--- config.mk ---
export PLATFORM = sky130hd
export DESIGN_NAME = delay_and_irq_latch_regs
export DESIGN_NICKNAME = d
export VERILOG_FILES = /design/src/rtl/delay_and_irq_latch_regs.v /design/src/rtl/pair_delay_line.v
export VERILOG_INCLUDE_DIRS = /design/src /design/src/rtl
export SDC_FILE = /design/constraint.sdc
export NUM_CORES = 1
export LEC_CHECK = 0
export BUFFER_PORTS_ARGS = -buffer_cell sky130_fd_sc_hd__buf_2
export CORE_ASPECT_RATIO = 0.75
export CORE_MARGIN = 2
export CORE_UTILIZATION = 50
export DETAILED_ROUTE_END_ITERATION = 10
export PLACE_DENSITY = 0.68
export SLEW_MARGIN = 25
export SYNTH_ARGS = -nofsm -noshare
export SYNTH_HDL_FRONTEND = slang
export SYNTH_HIERARCHICAL = 1
export SYNTH_SLANG_ARGS = --single-unit
--- constraint.sdc ---
create_clock -name core_clk -period 2.6 [get_ports core_clk]
set_input_delay 0.78 -clock core_clk [delete_from_list [all_inputs] [get_ports core_clk]]
set_output_delay 0.78 -clock core_clk [all_outputs]
set_load 0.02 [all_outputs]
--- src/rtl/delay_and_irq_latch_regs.vh ---
// register offsets, field positions and reset values of the delay/event bank
`ifndef DELAY_AND_IRQ_LATCH_REGS_VH
`define DELAY_AND_IRQ_LATCH_REGS_VH

// register interface widths
`define ADDR_W              12
`define DATA_W              8

// register offsets
`define OFS_POWER_PROTECT   12'h013
`define OFS_GROUP_DELAY     12'h014
`define OFS_LATCH_MODE_0    12'h01f
`define OFS_EVENT_STATUS_0  12'h0f0

// output_group_delay fields
`define DELAY_CODE_MSB      3
`define DELAY_CODE_LSB      0
`define DELAY_CODE_W        4
`define DELAY_CODE_RESET    4'h8

// event bit positions in latch mode and status registers
`define EV_CAL_PASS         7
`define EV_CAL_FAIL         6
`define EV_CONV_PLL_LOST    5
`define EV_CONV_PLL_LOCKED  4
`define EV_SERIAL_PLL_LOST  3
`define EV_MSB              7
`define EV_LSB              3
`define EV_W                5
`define LATCH_MODE_RESET    5'h00

// power_protect_control writable bits and reset value
`define PROTECT_RW_MASK     8'h6c
`define PROTECT_RESET       8'h20

// delay line geometry: two half-period samples per converter clock
`define SAMPLE_W            16
`define HALF_PER_CLK        2
`define DELAY_STEPS         16
`define HIST_DEPTH          18

`endif

--- src/rtl/delay_and_irq_latch_regs.v ---
// group delay control and event status-mode latching register bank
`timescale 1ns/1ps
`include "delay_and_irq_latch_regs.vh"

module delay_and_irq_latch_regs
(
    core_clk,
    nrst,
    regAddr,
    regWrData,
    regWrite,
    regRead,
    regRdData,
    regRdValid,
    calibration_pass_flag,
    calibration_fail_flag,
    converter_pll_lost_flag,
    converter_pll_locked_flag,
    serial_pll_lost_flag,
    irqN,
    output_pair_delay_code,
    protectControl,
    chanInEarly,
    chanInLate,
    chanOutEarly,
    chanOutLate
);
    input  wire                        core_clk;
    input  wire                        nrst;
    input  wire [`ADDR_W-1:0]          regAddr;
    input  wire [`DATA_W-1:0]          regWrData;
    input  wire                        regWrite;
    input  wire                        regRead;
    output reg  [`DATA_W-1:0]          regRdData;
    output reg                         regRdValid;
    input  wire                        calibration_pass_flag;
    input  wire                        calibration_fail_flag;
    input  wire                        converter_pll_lost_flag;
    input  wire                        converter_pll_locked_flag;
    input  wire                        serial_pll_lost_flag;
    output reg                         irqN;
    output wire [`DELAY_CODE_W-1:0]    output_pair_delay_code;
    output wire [`DATA_W-1:0]          protectControl;
    input  wire [2*`SAMPLE_W-1:0]      chanInEarly;
    input  wire [2*`SAMPLE_W-1:0]      chanInLate;
    output wire [2*`SAMPLE_W-1:0]      chanOutEarly;
    output wire [2*`SAMPLE_W-1:0]      chanOutLate;

    ////////////////////////////////////////////////////////////////////////
    // register state
    reg  [`DELAY_CODE_W-1:0]  delayCode_reg;
    reg  [`DELAY_CODE_W-1:0]  delayCode_next;
    reg  [`EV_W-1:0]          latchMode_reg;
    reg  [`EV_W-1:0]          latchMode_next;
    reg  [`DATA_W-1:0]        protect_reg;
    reg  [`DATA_W-1:0]        protect_next;
    reg  [`EV_W-1:0]          eventLatched_reg;
    reg  [`EV_W-1:0]          eventLatched_next;
    reg  [`EV_W-1:0]          flagPrev_reg;
    reg  [`DATA_W-1:0]        rdData_next;
    reg                       irqN_next;

    // live flags gathered in their register bit order, offset down by EV_LSB
    wire [`EV_W-1:0]          flagLive;
    wire [`EV_W-1:0]          flagRise;
    wire [`EV_W-1:0]          eventShown;
    wire [`EV_W-1:0]          clearMask;
    wire                      wrDelay;
    wire                      wrMode;
    wire                      wrProtect;
    wire                      wrStatus;

    ////////////////////////////////////////////////////////////////////////
    // address decode for writes
    assign wrDelay   = regWrite && (regAddr == `OFS_GROUP_DELAY);
    assign wrMode    = regWrite && (regAddr == `OFS_LATCH_MODE_0);
    assign wrProtect = regWrite && (regAddr == `OFS_POWER_PROTECT);
    assign wrStatus  = regWrite && (regAddr == `OFS_EVENT_STATUS_0);

    // event vector, msb is calibration pass
    assign flagLive = {calibration_pass_flag,
                       calibration_fail_flag,
                       converter_pll_lost_flag,
                       converter_pll_locked_flag,
                       serial_pll_lost_flag};

    // rising edge of each live event
    assign flagRise = flagLive & ~flagPrev_reg;

    // write one to clear on the status register
    assign clearMask = wrStatus ? regWrData[`EV_MSB:`EV_LSB] : 5'h00;

    // status bit shows latch in latch mode, live level otherwise
    assign eventShown = (latchMode_reg & eventLatched_reg) |
                        (~latchMode_reg & flagLive);

    ////////////////////////////////////////////////////////////////////////
    // control register next values
    always @*
    begin
        delayCode_next = delayCode_reg;
        latchMode_next = latchMode_reg;
        protect_next   = protect_reg;
        if (wrDelay)
            delayCode_next = regWrData[`DELAY_CODE_MSB:`DELAY_CODE_LSB];
        if (wrMode)
            latchMode_next = regWrData[`EV_MSB:`EV_LSB];
        if (wrProtect)
            protect_next = regWrData & `PROTECT_RW_MASK;
    end

    // control registers
    always @(posedge core_clk or negedge nrst)
    begin
        if (!nrst)
        begin
            delayCode_reg <= `DELAY_CODE_RESET;
            latchMode_reg <= `LATCH_MODE_RESET;
            protect_reg   <= `PROTECT_RESET;
        end
        else
        begin
            delayCode_reg <= delayCode_next;
            latchMode_reg <= latchMode_next;
            protect_reg   <= protect_next;
        end
    end

    ////////////////////////////////////////////////////////////////////////
    // event latch next value; a new rise beats a clear in the same cycle
    always @*
    begin
        eventLatched_next = eventLatched_reg & ~clearMask;
        eventLatched_next[`EV_CAL_PASS-`EV_LSB] =
            eventLatched_next[`EV_CAL_PASS-`EV_LSB] |
            (flagRise[`EV_CAL_PASS-`EV_LSB] &
             latchMode_reg[`EV_CAL_PASS-`EV_LSB]);
        eventLatched_next[`EV_CAL_FAIL-`EV_LSB] =
            eventLatched_next[`EV_CAL_FAIL-`EV_LSB] |
            (flagRise[`EV_CAL_FAIL-`EV_LSB] &
             latchMode_reg[`EV_CAL_FAIL-`EV_LSB]);
        eventLatched_next[`EV_CONV_PLL_LOST-`EV_LSB] =
            eventLatched_next[`EV_CONV_PLL_LOST-`EV_LSB] |
            (flagRise[`EV_CONV_PLL_LOST-`EV_LSB] &
             latchMode_reg[`EV_CONV_PLL_LOST-`EV_LSB]);
        eventLatched_next[`EV_CONV_PLL_LOCKED-`EV_LSB] =
            eventLatched_next[`EV_CONV_PLL_LOCKED-`EV_LSB] |
            (flagRise[`EV_CONV_PLL_LOCKED-`EV_LSB] &
             latchMode_reg[`EV_CONV_PLL_LOCKED-`EV_LSB]);
        eventLatched_next[`EV_SERIAL_PLL_LOST-`EV_LSB] =
            eventLatched_next[`EV_SERIAL_PLL_LOST-`EV_LSB] |
            (flagRise[`EV_SERIAL_PLL_LOST-`EV_LSB] &
             latchMode_reg[`EV_SERIAL_PLL_LOST-`EV_LSB]);
        // a latch is never kept for an event in live mode
        eventLatched_next = eventLatched_next & latchMode_reg;
    end

    // event latches and previous level for edge detect
    always @(posedge core_clk or negedge nrst)
    begin
        if (!nrst)
        begin
            eventLatched_reg <= 5'h00;
            flagPrev_reg     <= 5'h00;
        end
        else
        begin
            eventLatched_reg <= eventLatched_next;
            flagPrev_reg     <= flagLive;
        end
    end

    ////////////////////////////////////////////////////////////////////////
    // interrupt low while any latched event remains
    always @*
    begin
        irqN_next = ~(|(eventLatched_next & latchMode_next));
    end

    // interrupt output flop
    always @(posedge core_clk or negedge nrst)
    begin
        if (!nrst)
            irqN <= 1'b1;
        else
            irqN <= irqN_next;
    end

    ////////////////////////////////////////////////////////////////////////
    // read mux, reserved bits and unmapped offsets read zero
    always @*
    begin
        rdData_next = 8'h00;
        case (regAddr)
            `OFS_GROUP_DELAY:
                rdData_next = {4'h0, delayCode_reg};
            `OFS_LATCH_MODE_0:
                rdData_next = {latchMode_reg, 3'h0};
            `OFS_POWER_PROTECT:
                rdData_next = protect_reg;
            `OFS_EVENT_STATUS_0:
                rdData_next = {eventShown, 3'h0};
            default:
                rdData_next = 8'h00;
        endcase
    end

    // read data and valid, one cycle after the read strobe
    always @(posedge core_clk or negedge nrst)
    begin
        if (!nrst)
        begin
            regRdData  <= 8'h00;
            regRdValid <= 1'b0;
        end
        else
        begin
            regRdValid <= regRead;
            if (regRead)
                regRdData <= rdData_next;
        end
    end

    ////////////////////////////////////////////////////////////////////////
    // register values driven out straight from their flops
    assign output_pair_delay_code = delayCode_reg;
    assign protectControl         = protect_reg;

    // both channels of the pair move by the same code
    pair_delay_line uDelay
    (
        .core_clk     (core_clk),
        .nrst         (nrst),
        .delayCode    (delayCode_reg),
        .chanInEarly  (chanInEarly),
        .chanInLate   (chanInLate),
        .chanOutEarly (chanOutEarly),
        .chanOutLate  (chanOutLate)
    );

endmodule // delay_and_irq_latch_regs

--- src/rtl/pair_delay_line.v ---
// half-period step delay line shared by both channels of an output pair
`timescale 1ns/1ps
`include "delay_and_irq_latch_regs.vh"

module pair_delay_line
(
    core_clk,
    nrst,
    delayCode,
    chanInEarly,
    chanInLate,
    chanOutEarly,
    chanOutLate
);
    input  wire                        core_clk;
    input  wire                        nrst;
    input  wire [`DELAY_CODE_W-1:0]    delayCode;
    input  wire [2*`SAMPLE_W-1:0]      chanInEarly;
    input  wire [2*`SAMPLE_W-1:0]      chanInLate;
    output reg  [2*`SAMPLE_W-1:0]      chanOutEarly;
    output reg  [2*`SAMPLE_W-1:0]      chanOutLate;

    ////////////////////////////////////////////////////////////////////////
    genvar ch;
    generate
        for (ch = 0; ch < 2; ch = ch + 1)
        begin : gChan
            // history of half-period samples, index 0 is the newest
            reg  [`SAMPLE_W-1:0] hist_reg [0:`HIST_DEPTH-1];
            wire [4:0]           tapLate;
            wire [4:0]           tapEarly;
            integer              k;

            assign tapLate  = {1'b0, delayCode};
            assign tapEarly = {1'b0, delayCode} + 5'h01;

            // shift two half-period samples in per clock
            always @(posedge core_clk or negedge nrst)
            begin
                if (!nrst)
                begin
                    for (k = 0; k < `HIST_DEPTH; k = k + 1)
                        hist_reg[k] <= 16'h0000;
                end
                else
                begin
                    for (k = `HIST_DEPTH-1; k >= `HALF_PER_CLK; k = k - 1)
                        hist_reg[k] <= hist_reg[k-`HALF_PER_CLK];
                    hist_reg[0] <= chanInLate[ch*`SAMPLE_W +: `SAMPLE_W];
                    hist_reg[1] <= chanInEarly[ch*`SAMPLE_W +: `SAMPLE_W];
                end
            end

            // one code step moves both channels by one half period
            always @(posedge core_clk or negedge nrst)
            begin
                if (!nrst)
                begin
                    chanOutEarly[ch*`SAMPLE_W +: `SAMPLE_W] <= 16'h0000;
                    chanOutLate[ch*`SAMPLE_W +: `SAMPLE_W]  <= 16'h0000;
                end
                else
                begin
                    chanOutEarly[ch*`SAMPLE_W +: `SAMPLE_W] <=
                        hist_reg[tapEarly];
                    chanOutLate[ch*`SAMPLE_W +: `SAMPLE_W]  <=
                        hist_reg[tapLate];
                end
            end
        end
    endgenerate

endmodule // pair_delay_line

Word-level counts from Yosys, hierarchy flattened
Index checks and enable logic that the tools add are counted.
{"block": "totals", "latch_bits": 0, "word_cells": 98, "out_inout_bits": 86, "ram_bits": 0, "inputBits": 93, "n_memories": 0, "regBits": 673, "romBits": 0}
{"block": "classes", "mul": 0, "n_shift": 0, "n_mux": 15, "n_eq_ne": 4, "addsub": 1, "n_lt_le_gt_ge": 2, "n_bitwise": 23, "reduce_logical": 5, "div": 0}
{"cell": "16-bit binary-select mux with 5-bit select", "count": 4}
{"cell": "16-bit 2-to-1 mux", "count": 8}
{"cell": "12-bit by 5-bit equality test with 1-bit output (second input constant)", "count": 3}
{"cell": "8-bit case mux with 4 select lines", "count": 1}
{"cell": "5-bit bitwise AND", "count": 6}
{"cell": "5-bit NOT", "count": 3}
{"cell": "12-bit by 8-bit equality test with 1-bit output (second input constant)", "count": 1}
{"cell": "6-bit >= comparator (second input constant)", "count": 2}
{"cell": "5-bit 2-to-1 mux", "count": 2}
{"cell": "4-bit NOT with 6-bit output", "count": 1}
{"cell": "5-bit NOT with 6-bit output", "count": 1}
{"cell": "4-bit by 1-bit adder with 5-bit output (second input constant)", "count": 1}
{"cell": "1-bit bitwise AND", "count": 5}
{"cell": "1-bit OR", "count": 5}
{"cell": "5-bit OR", "count": 1}
{"cell": "5-bit OR reduction", "count": 1}
{"cell": "1-bit logical AND", "count": 4}
{"cell": "1-bit NOT", "count": 1}

Longest topological paths before layout
Gate-level depths: netlist of run 1.
{"block": "logic_depth", "ltp_word": 10, "depth_mapped": 8, "depth_no_buf": 5}

Modules after synthesis
Netlist of run 1, hierarchy kept.
{"module": "pair_delay_line", "instances": 1, "seq_area_each_um2": 16015.4, "cells_each": 1423, "area_each_um2": 25002.7}
{"module": "delay_and_irq_latch_regs", "instances": 1, "seq_area_each_um2": 829.5, "cells_each": 145, "area_each_um2": 1595.3}

Worst setup path after synthesis of run 1
No wires, ideal clock.
{"block": "synth_path", "path_type": "input port to flip-flop", "start": "input port regAddr[9]", "end": "register irqN", "n_path_buf": 0, "stages": 5, "setup_time_ps": 81, "required_time_ps": 2519, "arrival_time_ps": 2234, "slack_ps": 285, "cell_sequence": "nor4_4 > nand4_4 > or4_1 > a22o_1 > a211oi_2"}
{"block": "synth_via", "elab_chain_len": 10, "elab_cells_between_ends": 17, "classes_between": "2 x eq/ne; 2 x mux; 10 x bitwise; 3 x reduce/logical"}
{"element": "start: declaration", "line_no": "delay_and_irq_latch_regs.v:30", "source": "input wire [`ADDR_W-1:0] regAddr;"}
{"element": "12-bit by 8-bit equality test with 1-bit output"}
{"element": "1-bit logical AND", "line_no": "delay_and_irq_latch_regs.v:78", "source": "assign wrStatus = regWrite && (regAddr == `OFS_EVENT_STATUS_0);"}
{"element": "5-bit 2-to-1 mux", "line_no": "delay_and_irq_latch_regs.v:91", "source": "assign clearMask = wrStatus ? regWrData[`EV_MSB:`EV_LSB] : 5'h00;"}
{"element": "5-bit NOT", "line_no": "delay_and_irq_latch_regs.v:133", "source": "eventLatched_next = eventLatched_reg & ~clearMask;"}
{"element": "5-bit bitwise AND", "line_no": "delay_and_irq_latch_regs.v:133"}
{"element": "1-bit OR (on tied branches)"}
{"element": "5-bit bitwise AND", "line_no": "delay_and_irq_latch_regs.v:155", "source": "eventLatched_next = eventLatched_next & latchMode_reg;"}
{"element": "5-bit bitwise AND (*)", "line_no": "delay_and_irq_latch_regs.v:177", "source": "irqN_next = ~(|(eventLatched_next & latchMode_next));"}
{"element": "5-bit OR reduction (*)", "line_no": "delay_and_irq_latch_regs.v:177"}
{"element": "1-bit NOT (*)", "line_no": "delay_and_irq_latch_regs.v:177"}
{"element": "named net irqN_next", "line_no": "delay_and_irq_latch_regs.v:61", "source": "reg irqN_next;"}
{"element": "end signal: assignment", "line_no": "delay_and_irq_latch_regs.v:186", "source": "irqN <= irqN_next;"}
{"element": "end: declaration", "line_no": "delay_and_irq_latch_regs.v:41", "source": "output reg irqN;"}
Mark *: on every way through the listed nets, which the timed path passes. The rest lies on a longest branch.
A chain may end at the register's enable or synchronous reset.

Worst setup path after layout of run 1
{"block": "layout_path", "start": "register delayCode_reg[1], in the netlist output_pair_delay_code[1]", "end": "output port output_pair_delay_code[1]"}
{"element": "start: declaration", "line_no": "delay_and_irq_latch_regs.v:51", "source": "reg [`DELAY_CODE_W-1:0] delayCode_reg;"}
{"element": "start signal: assignment", "line_no": "delay_and_irq_latch_regs.v:117", "source": "delayCode_reg <= `DELAY_CODE_RESET;"}
{"element": "start signal: assignment", "line_no": "delay_and_irq_latch_regs.v:123", "source": "delayCode_reg <= delayCode_next;"}
{"element": "end: declaration", "line_no": "delay_and_irq_latch_regs.v:42", "source": "output wire [`DELAY_CODE_W-1:0] output_pair_delay_code;"}
No word-level cell between the ends.

==> reports/results.ini, run 1 <==
[outcome]
status = completed

[floorplanning]
die_h_microns = 204
start_util_pct = 50.4
die_w_microns = 270
std_cell_rows = 73
io_pins = 179
design.core.area_sq_mm = 0.0528
die_area_sq_mm = 0.0551

[worst_setup_path]
crit_type = reg -> out
setup.worst_path.start_class = flip-flop
arrival_ns = 1.75
worstSetupEndpointType = output port
path_max_fanout = 45
crit_chain = buf_6 -> buf_2
slowest_delay_ns = 0.47
critPathRequiredTime_ns = 1.82
crit_path_top_delay_cell = dfrtp_4

[logic_synthesis]
ys_seq_area_share_pct = 63.3
ys.flop_type = dfrtp_1
synth_area_leaders = dfrtp_1 (63%), mux4_2 (18%), mux2_2 (7.3%), o21ai_0 (1.3%), nor2b_1 (1.3%)
syn-instance-count = 1568
ys_async_sr_fraction_pct = 100
synth_edf_count = 0
yosysTopAreaCell = dfrtp_1
synth_common_cells = dfrtp_1 (670), mux4_2 (207), mux2_2 (173)
synth_seq_cells = 673
yosysWarningCount = 6
synth_most_common_cell = dfrtp_1
synth.distinct_cells = 50
syn_avg_cell_area_sq_um = 17.0
synth_area_sq_mm = 0.0266
synth_top_area_share_pct = 63.0

[cts]
tritoncts = yes
clock-root-buffer = clkbuf_16
cts_sinks = 673
ctsHoldBuffers = 0
clk_path_buf_depth = 3
htreeDepth = 3
clk_latency_ns = 0.59
numCtsBuffers = 66
path_clk_slew_ns = 0.06

[timing]
rsz0062_at_grt = false
relSlewSlack_pct = 40.1
finalSetupViolations = 0
worst_slew_pin_slew_ns = 0.887
hold_ws_ns = 0.0998
fmax_ghz = 0.395
hold_violations = 0
drv_slew = 0
finalCriticalPeriod_ns = 2.53
fin_crit_sh_pct = 97.3
setup_tns_ns = 0
skew_ns = 0.0154

[final_layout]
fill_cells = 4002
post-route-util_pct = 58.9
largest_reg_flops = 576
drive_above_1_share_pct = 41.5
area_delta_synth_final_pct = 16.9
finalNonFillerCells = 2551
multi_input_area_sq_mm = 0.00923
nNetsFinal = 1880
regArea_sq_mm = 0.0169

[global_route]
antenna_found_initial = 3
grt.total_usage_pct = 22.7
grt_first_pass_wirelength_microns = 96400
grt_overflow = 0
grt_pass1_vias = 16200
grt_max_degree = 90

[routing]
viasPerCell = 5.94
num_vias = 15200
drtIter0Drc = 1248
drt_pass1_iterations = 4
routed_wl_microns = 60200
wl_per_cell_microns = 23.6
drtAntennaViolNets = 0
drcViolationCount = 0

[hold_path]
min_path_type = in -> async

[place]
dp_hpwl_microns = 37900
place_congestion = 0.830
post-place-cells = 2430
io_buffers = 174

[power_and_ir_drop]
finalPower_mw = 22.0
power.leakage_nw = 12.5
ir_worst_vdd_mv = 0.492
power-per-cell-area_mw_per_mm2 = 709

[flow_run]
drv_cap = 0

layout make-up:
type,count,share of cell area [%]
Clock inverter,16,0.531
Timing Repair Buffer,261,6.00
Inverter,13,0.157
Antenna cell,2,0.0161
Sequential cell,673,54.2
Multi-Input combinational cell,771,29.7
Tap cell,712,2.87
Clock buffer,103,6.52
where the power goes:
part | switching [mW] | total, mW | internal (mW)
clock | 3.90 | 9.57 | 5.67
combinational | 0.543 | 1.11 | 0.563
sequential | 0.361 | 11.4 | 11.0
total | 4.81 | 22.0 | 17.2
worst max-delay path, delay by kind of cell, from the launching register on:
family,cells,cell delay (ns)
buf+inv,2,0.69
flops,1,0.47
logic make-up after synthesis:
kind of cell / Yosys count / share of synthesized area [%]
flip-flops: 673 / 63.3
AND/OR/NAND/NOR: 136 / 2.86
other: 1 / 0.0141
XOR/XNOR: 2 / 0.0659
AO/OA/AOI/OAI: 228 / 5.74
multiplexers: 400 / 25.6
buffers and inverters: 127 / 2.33
adder cells (fa/ha/maj): 1 / 0.0470
timing repair:
action,in CTS,in global routing
endpoints found under the setup margin,1,1
buffers inserted,0,0
gates resized for setup,1,1
placed cells by master, fill, tap and decap left out, types with 3 or more instances in the layout:
master,n
a2111oi_0,31
a211oi_1,17
a21oi_1,23
a221oi_1,3
buf_12,26
buf_2,173
buf_4,59
bufinv_16,3
clkbuf_1,19
clkbuf_16,71
clkbuf_8,13
clkinv_2,10
conb_1,4
dfrtp_1,667
dfrtp_4,3
inv_1,13
mux2_2,173
mux2i_1,19
mux4_2,207
nand2_1,43
nand2b_1,3
nand3_1,4
nor2_1,6
nor2b_1,54
nor3_1,5
nor3b_1,4
o21ai_0,68
o22ai_1,42
o311ai_1,31
worst paths after layout:
path,startpoint,to,slack [ns],cells after the start
min in group core_clk,chanInLate[8],uDelay/gChan[0].hist_reg[280],0.29,1
hold / removal,nrst,uDelay/chanOutLate[21],0.1,1
setup reg to reg,output_pair_delay_code[1],uDelay/chanOutEarly[2],0.11,6
max in group asynchronous,nrst,uDelay/gChan[0].hist_reg[244],1.67,3
setup / recovery,output_pair_delay_code[1],output_pair_delay_code[1],0.07,2
hold reg to reg,uDelay/gChan[0].hist_reg[198],uDelay/gChan[0].hist_reg[166],0.39,0
stage by stage:
| step | instance area [sq um] | setup slack [ns] |
|---|---|---|
| 2_1_floorplan | 26600 | 0.285 |
| 3_3_place_gp | 28900 | 0.123 |
| 3_5_place_dp | 28900 | 0.0586 |
| 4_1_cts | 31100 | 0.0206 |
| 5_1_grt | 31100 | 0.00663 |
| 6_report | 31100 | 0.0699 |
routing by layer:
| metal | vias up | GRT usage [%] | wire (microns) |
|---|---|---|---|
| met3 | 90 | 5.30 | 3810 |
| li1 | 6463 | - | - |
| met2 | 501 | 33.5 | 27500 |
| met4 | 2 | 5.98 | 1350 |
| met1 | 8102 | 34.3 | 27500 |
| met5 | - | 0 | 13 |
Power figures use the tool's default switching activity.
==> run 2: changes to the inputs <==
==> constraint.sdc (replaced) <==
create_clock -name core_clk -period 2.6 [get_ports core_clk]
set_input_delay 0.78 -clock core_clk [delete_from_list [all_inputs] [get_ports core_clk]]
set_output_delay 0.78 -clock core_clk [all_outputs]
set_load 0.005 [all_outputs]
==> reports/results.ini, run 2 (synthesized netlist as in run 1, its figures left out) <==
[outcome]
status = completed

[final_layout]
area_delta_synth_final_pct = 16.9  ; about the same
multi_input_area_sq_mm = 0.00923  ; unchanged
largest_reg_flops = 576  ; unchanged
fill_cells = 4003  ; +0.025%
final_cell_mix = dfrtp_1 (667), mux4_2 (207), mux2_2 (173), buf_2 (173), clkbuf_16 (71)
final_common_cell = dfrtp_1
nNetsFinal = 1880  ; unchanged
drive_above_1_share_pct = 41.5  ; unchanged
finalNonFillerCells = 2551  ; unchanged
regArea_sq_mm = 0.0169  ; unchanged

[routing]
drt_pass1_iterations = 4  ; unchanged
wl_per_cell_microns = 23.6  ; +0.11%
viasPerCell = 5.94  ; about the same
drtIter0Drc = 1243  ; -0.40%
num_vias = 15100  ; -0.066%
drtAntennaViolNets = 0  ; unchanged
drcViolationCount = 0  ; unchanged
routed_wl_microns = 60200  ; +0.11%

[worst_setup_path]
critPathRequiredTime_ns = 1.82  ; about the same
slowest_delay_ns = 0.51  ; +0.04 ns
worstSetupEndpointType = output port
crit_path_top_delay_cell = dfrtp_4
setup.worst_path.start_class = flip-flop
path_buf_inv = 2  ; unchanged
crit_type = reg -> out
path_max_fanout = 23  ; -49%
arrival_ns = 1.71  ; -0.04 ns
crit_chain = buf_4 -> buf_2
cp_top_family = buffers and inverters

[timing]
fin_crit_sh_pct = 95.8  ; -1.5 points
finalSetupViolations = 0  ; unchanged
setup_tns_ns = 0  ; unchanged
fmax_ghz = 0.401  ; +1.5%
rsz0062_at_grt = false
hold_violations = 0  ; unchanged
skew_ns = 0.0153  ; -0.000139 ns
worst_slew_pin_slew_ns = 0.887  ; unchanged
drv_slew = 0  ; unchanged
finalCriticalPeriod_ns = 2.49  ; -0.0382 ns
relSlewSlack_pct = 40.1  ; unchanged

[power_and_ir_drop]
ir_worst_vdd_mv = 0.492  ; about the same
power-per-cell-area_mw_per_mm2 = 707  ; -0.28%
power.leakage_nw = 12.5  ; about the same
finalPower_mw = 22.0  ; -0.30%

[hold_path]
min_path_type = in -> async

[global_route]
grt_first_pass_wirelength_microns = 96400  ; unchanged
antenna_found_initial = 3  ; unchanged
grt_max_degree = 90  ; unchanged
grt_overflow = 0  ; unchanged
grt_pass1_vias = 16200  ; unchanged
grt.total_usage_pct = 22.7  ; unchanged

[cts]
numCtsBuffers = 66  ; unchanged
post_cts_resized = 1  ; unchanged
cts_sinks = 673  ; unchanged
clock-root-buffer = clkbuf_16
path_clk_slew_ns = 0.06  ; about the same
post_cts_buffers = 0  ; unchanged
clk_latency_ns = 0.59  ; about the same
htreeDepth = 3  ; unchanged
tritoncts = yes
ctsHoldBuffers = 0  ; unchanged
clk_path_buf_depth = 3  ; unchanged

[floorplanning]
design.core.area_sq_mm = 0.0528  ; unchanged
io_pins = 179  ; unchanged
die_h_microns = 204  ; unchanged
die_w_microns = 270  ; unchanged
die_area_sq_mm = 0.0551  ; unchanged
start_util_pct = 50.4  ; unchanged
std_cell_rows = 73  ; unchanged

[place]
post-place-cells = 2430  ; unchanged
place_congestion = 0.830  ; unchanged
dp_hpwl_microns = 37900  ; unchanged
io_buffers = 174  ; unchanged

[flow_run]
drv_cap = 0  ; unchanged

run 2: cell counts in the layout (fill, tap and decap cells not counted):
No cell type changed its count.
run 2: layout make-up:
cell class	instances	area share (%)
multi-input combinational	771	29.7
inverter	13	0.157
clock buffer	103	6.52
clock inverter	16	0.531
tap	712	2.87
antenna	2	0.0161
sequential	673	54.2
timing repair buffer	261	5.99
run 2: final timing paths:
| kind | startpoint | to | slack, ns | depth (start not counted) |
|---|---|---|---|---|
| max | output_pair_delay_code[2] | output_pair_delay_code[2] | 0.11 | 2 |
| min | nrst | uDelay/chanOutLate[21] | 0.1 | 1 |
| max reg2reg | output_pair_delay_code[1] | uDelay/chanOutEarly[2] | 0.12 | 6 |
| min reg2reg | uDelay/gChan[1].hist_reg[109] | uDelay/gChan[1].hist_reg[77] | 0.38 | 0 |
| max in group asynchronous | nrst | irqN | 1.67 | 2 |
| min in group core_clk | chanInLate[8] | uDelay/gChan[0].hist_reg[280] | 0.29 | 1 |
run 2: per-stage QoR:
| step | setup slack (ns) | utilization [%] | area, sq um | hold WS (ns) |
|---|---|---|---|---|
| global placement | 0.123 | 54.7 | 28900 | 0.370 |
| global route | 0.0127 | 58.9 | 31100 | 0.103 |
| detailed placement | 0.0586 | 54.7 | 28900 | 0.372 |
| floorplan | 0.285 | - | 26600 | 0.362 |
| CTS | 0.0737 | 58.9 | 31100 | 0.0912 |
| finish | 0.108 | 58.9 | 31100 | 0.0999 |
run 2: worst reg2reg max path: stages, from the launching register on:
cell and delay (ns):
dfrtp_4 0.52, ha_4 0.40, buf_12 0.33, mux4_2 0.60, mux2_2 0.27, o21ai_0 0.09, o311ai_1 0.14
run 2: per-layer routing:
metal	GRT usage (%)	vias to the layer above	part of all wire, %
met1	34.3	8117	46
met3	5.30	89	6.1
li1	-	6461	-
met2	33.5	479	46
met4	5.98	2	2.2
met5	0	-	0.022
run 2: report_power, final:
group	switching [mW]	internal [mW]	total (mW)	leakage, nW
Clock	3.91	5.67	9.57	1.08
Sequential	0.361	11.0	11.4	7.89
Combinational	0.476	0.561	1.04	3.51
Total	4.74	17.2	22.0	12.5
==> run 3: changes to the inputs <==
--- a/config.mk
+++ b/config.mk
@@ -9,9 +9,9 @@
 export BUFFER_PORTS_ARGS = -buffer_cell sky130_fd_sc_hd__buf_2
 export CORE_ASPECT_RATIO = 0.75
 export CORE_MARGIN = 2
-export CORE_UTILIZATION = 50
+export CORE_UTILIZATION = 58
 export DETAILED_ROUTE_END_ITERATION = 10
-export PLACE_DENSITY = 0.68
+export PLACE_DENSITY = 0.77
 export SLEW_MARGIN = 25
 export SYNTH_ARGS = -nofsm -noshare
 export SYNTH_HDL_FRONTEND = slang
==> reports/results.ini, run 3 (synthesized netlist as in run 1, its figures left out) <==
[worst_setup_path]
r2r_slack_ns = 0.14  ; +0.02 ns
crit_start = output_pair_delay_code[2]
crit_path_end = output_pair_delay_code[2]
r2r_start = output_pair_delay_code[1]
worstSetupEndpointType = output port
worst_r2r_path_depth = 7  ; +1
setup.worst_path.start_class = flip-flop
critPathRequiredTime_ns = 1.82  ; about the same
crit_type = reg -> out
rr_endpoint = uDelay/chanOutEarly[22]
path_max_fanout = 38  ; +65%
arrival_ns = 1.75  ; +0.04 ns

[floorplanning]
die_h_microns = 189  ; -7.0%
start_util_pct = 59.2  ; +8.8 points
die_w_microns = 251  ; -7.0%
die_area_sq_mm = 0.0476  ; -14%
std_cell_rows = 67  ; -8.2%
io_pins = 179  ; unchanged
design.core.area_sq_mm = 0.0449  ; -15%

[place]
placed_area_sq_mm = 0.0287  ; -0.72%
io_buffers = 174  ; unchanged
place_congestion = 0.855  ; +2.9%
dp_hpwl_microns = 37200  ; -1.8%

[cts]
clk_path_buf_depth = 3  ; unchanged
clock-root-buffer = clkbuf_16
clk_latency_ns = 0.61  ; +0.02 ns
ctsHoldBuffers = 0  ; unchanged
htreeDepth = 2  ; -1
post_cts_buffers = 0  ; unchanged
path_clk_slew_ns = 0.06  ; about the same
numCtsBuffers = 60  ; -9.1%
cts_sinks = 673  ; unchanged
tritoncts = yes

[timing]
relSlewSlack_pct = 40.0  ; -0.098 points
fin_crit_sh_pct = 97.4  ; +1.5 points
setup_tns_ns = 0  ; unchanged
fmax_ghz = 0.395  ; -1.6%
skew_ns = 0.0279  ; +0.0127 ns
finalSetupViolations = 0  ; unchanged
drv_slew = 0  ; unchanged
worst_slew_pin_slew_ns = 0.888  ; +0.00145 ns
finalCriticalPeriod_ns = 2.53  ; +0.0394 ns
hold_violations = 0  ; unchanged
rsz0062_at_grt = false
hold_ws_ns = 0.101  ; +0.00140 ns

[routing]
num_vias = 15200  ; +0.51%
drtAntennaViolNets = 0  ; unchanged
viasPerCell = 6.33  ; +6.6%
wl_per_cell_microns = 24.6  ; +4.1%
routed_wl_microns = 59100  ; -1.8%
drt_pass1_iterations = 5  ; +1
drcViolationCount = 0  ; unchanged
drtIter0Drc = 1292  ; +3.9%

[flow_run]
drv_cap = 0  ; unchanged

[global_route]
grt_pass1_vias = 16300  ; +0.31%
grt_max_degree = 86  ; -4.4%
grt_first_pass_wirelength_microns = 95400  ; -0.97%
grt_overflow = 0  ; unchanged
grt.total_usage_pct = 26.0  ; +3.3 points
antenna_found_initial = 1  ; -2

[final_layout]
area_delta_synth_final_pct = 15.9
final_common_cell = dfrtp_1
nNetsFinal = 1865  ; -0.80%
final_area_sq_mm = 0.0308  ; -0.85%
largest_reg_flops = 576  ; unchanged
drive_above_1_share_pct = 41.5  ; about the same
post-route-util_pct = 68.6  ; +9.7 points
final_cell_mix = dfrtp_1 (667), mux4_2 (207), mux2_2 (173), buf_2 (173), o21ai_0 (68)

[power_and_ir_drop]
power-per-cell-area_mw_per_mm2 = 701  ; -0.83%
p_sw_share_pct = 21.6  ; +0.030 points
clock_power_share_pct = 42.7  ; -0.9 points
p_int_mw = 16.9  ; -1.7%
switchingPower_mw = 4.67  ; -1.5%
power.leakage_nw = 12.4  ; -0.63%
ir_worst_vdd_mv = 0.534  ; +8.6%
share_comb_of_total_power_pct = 4.7  ; about the same
power_frac_seq_pct = 52.5  ; +0.8 points
finalPower_mw = 21.6  ; -1.7%

[outcome]
status = completed

[hold_path]
min_path_type = in -> async

run 3: changes by cell type in the layout (fill, tap and decap cells not counted):
| cell | delta |
|---|---|
| inv_8 | +1 |
| clkinv_2 | +4 |
| clkbuf_8 | +2 |
| clkbuf_16 | -10 |
| clkbuf_1 | -10 |
| buf_12 | +2 |
| buf_4 | -14 |
| bufbuf_16 | +1 |
| buf_16 | +1 |
| diode_2 | -1 |
| inv_6 | +1 |
| bufinv_16 | +4 |
run 3: per-stage QoR:
stage	std cells	setup slack, ns
2_1_floorplan	1571	0.285
3_3_place_gp	2294	0.133
3_5_place_dp	2294	0.0465
4_1_cts	2405	0.0159
5_1_grt	2405	0.00934
6_report	2406	0.0687
run 3: routing by layer:
metal	track usage, %	share of wire [%]	wire (microns)	vias up
met2	38.7	47	27800	564
met4	6.30	2.2	1280	0
met1	40.1	44	26100	8117
met5	0	0	0	-
met3	5.51	6.7	3960	109
li1	-	-	-	6436
run 3: worst min-delay path by stage:
stage                                    endpoint  slack (ns)  cells after the start
floorplan           uDelay/gChan[0].hist_reg[160]        0.36                      0
global placement    uDelay/gChan[1].hist_reg[168]        0.37                      0
detailed placement  uDelay/gChan[0].hist_reg[154]        0.38                      0
CTS                 uDelay/gChan[1].hist_reg[214]        0.09                      1
global route        uDelay/gChan[1].hist_reg[214]         0.1                      1
finish              uDelay/gChan[1].hist_reg[214]        0.10                      1
run 3: repair_timing:
item                       4_1_cts  5_1_grt
cloned                           1        0
setup endpoints to repair        3        3
resized for setup                4        3
run 3: power by group through the flow:
stage                     logic, mW  registers, mW  clock network [mW]
after floorplan               0.530           11.4                   0
after global placement         1.01           11.5                   0
after detailed placement       1.03           11.5                   0
after CTS                      1.04           11.3                9.39
after global routing           1.13           11.4                9.87
final                          1.02           11.3                9.23
run 3: worst max-delay path: stages, from the launching register on:
cell      delay [ns]
dfrtp_4         0.52
clkbuf_8        0.41
buf_2           0.20
run 3: cell type report:
type                       instances  area (sq um)
inverter                          13          48.8
antenna                            1          2.50
clock buffer                      84          1750
sequential                       673         16900
fill                            2884         14100
tap                              586           733
clock inverter                    26           325
multi-input combinational        771          9230
timing repair buffer             252          1870
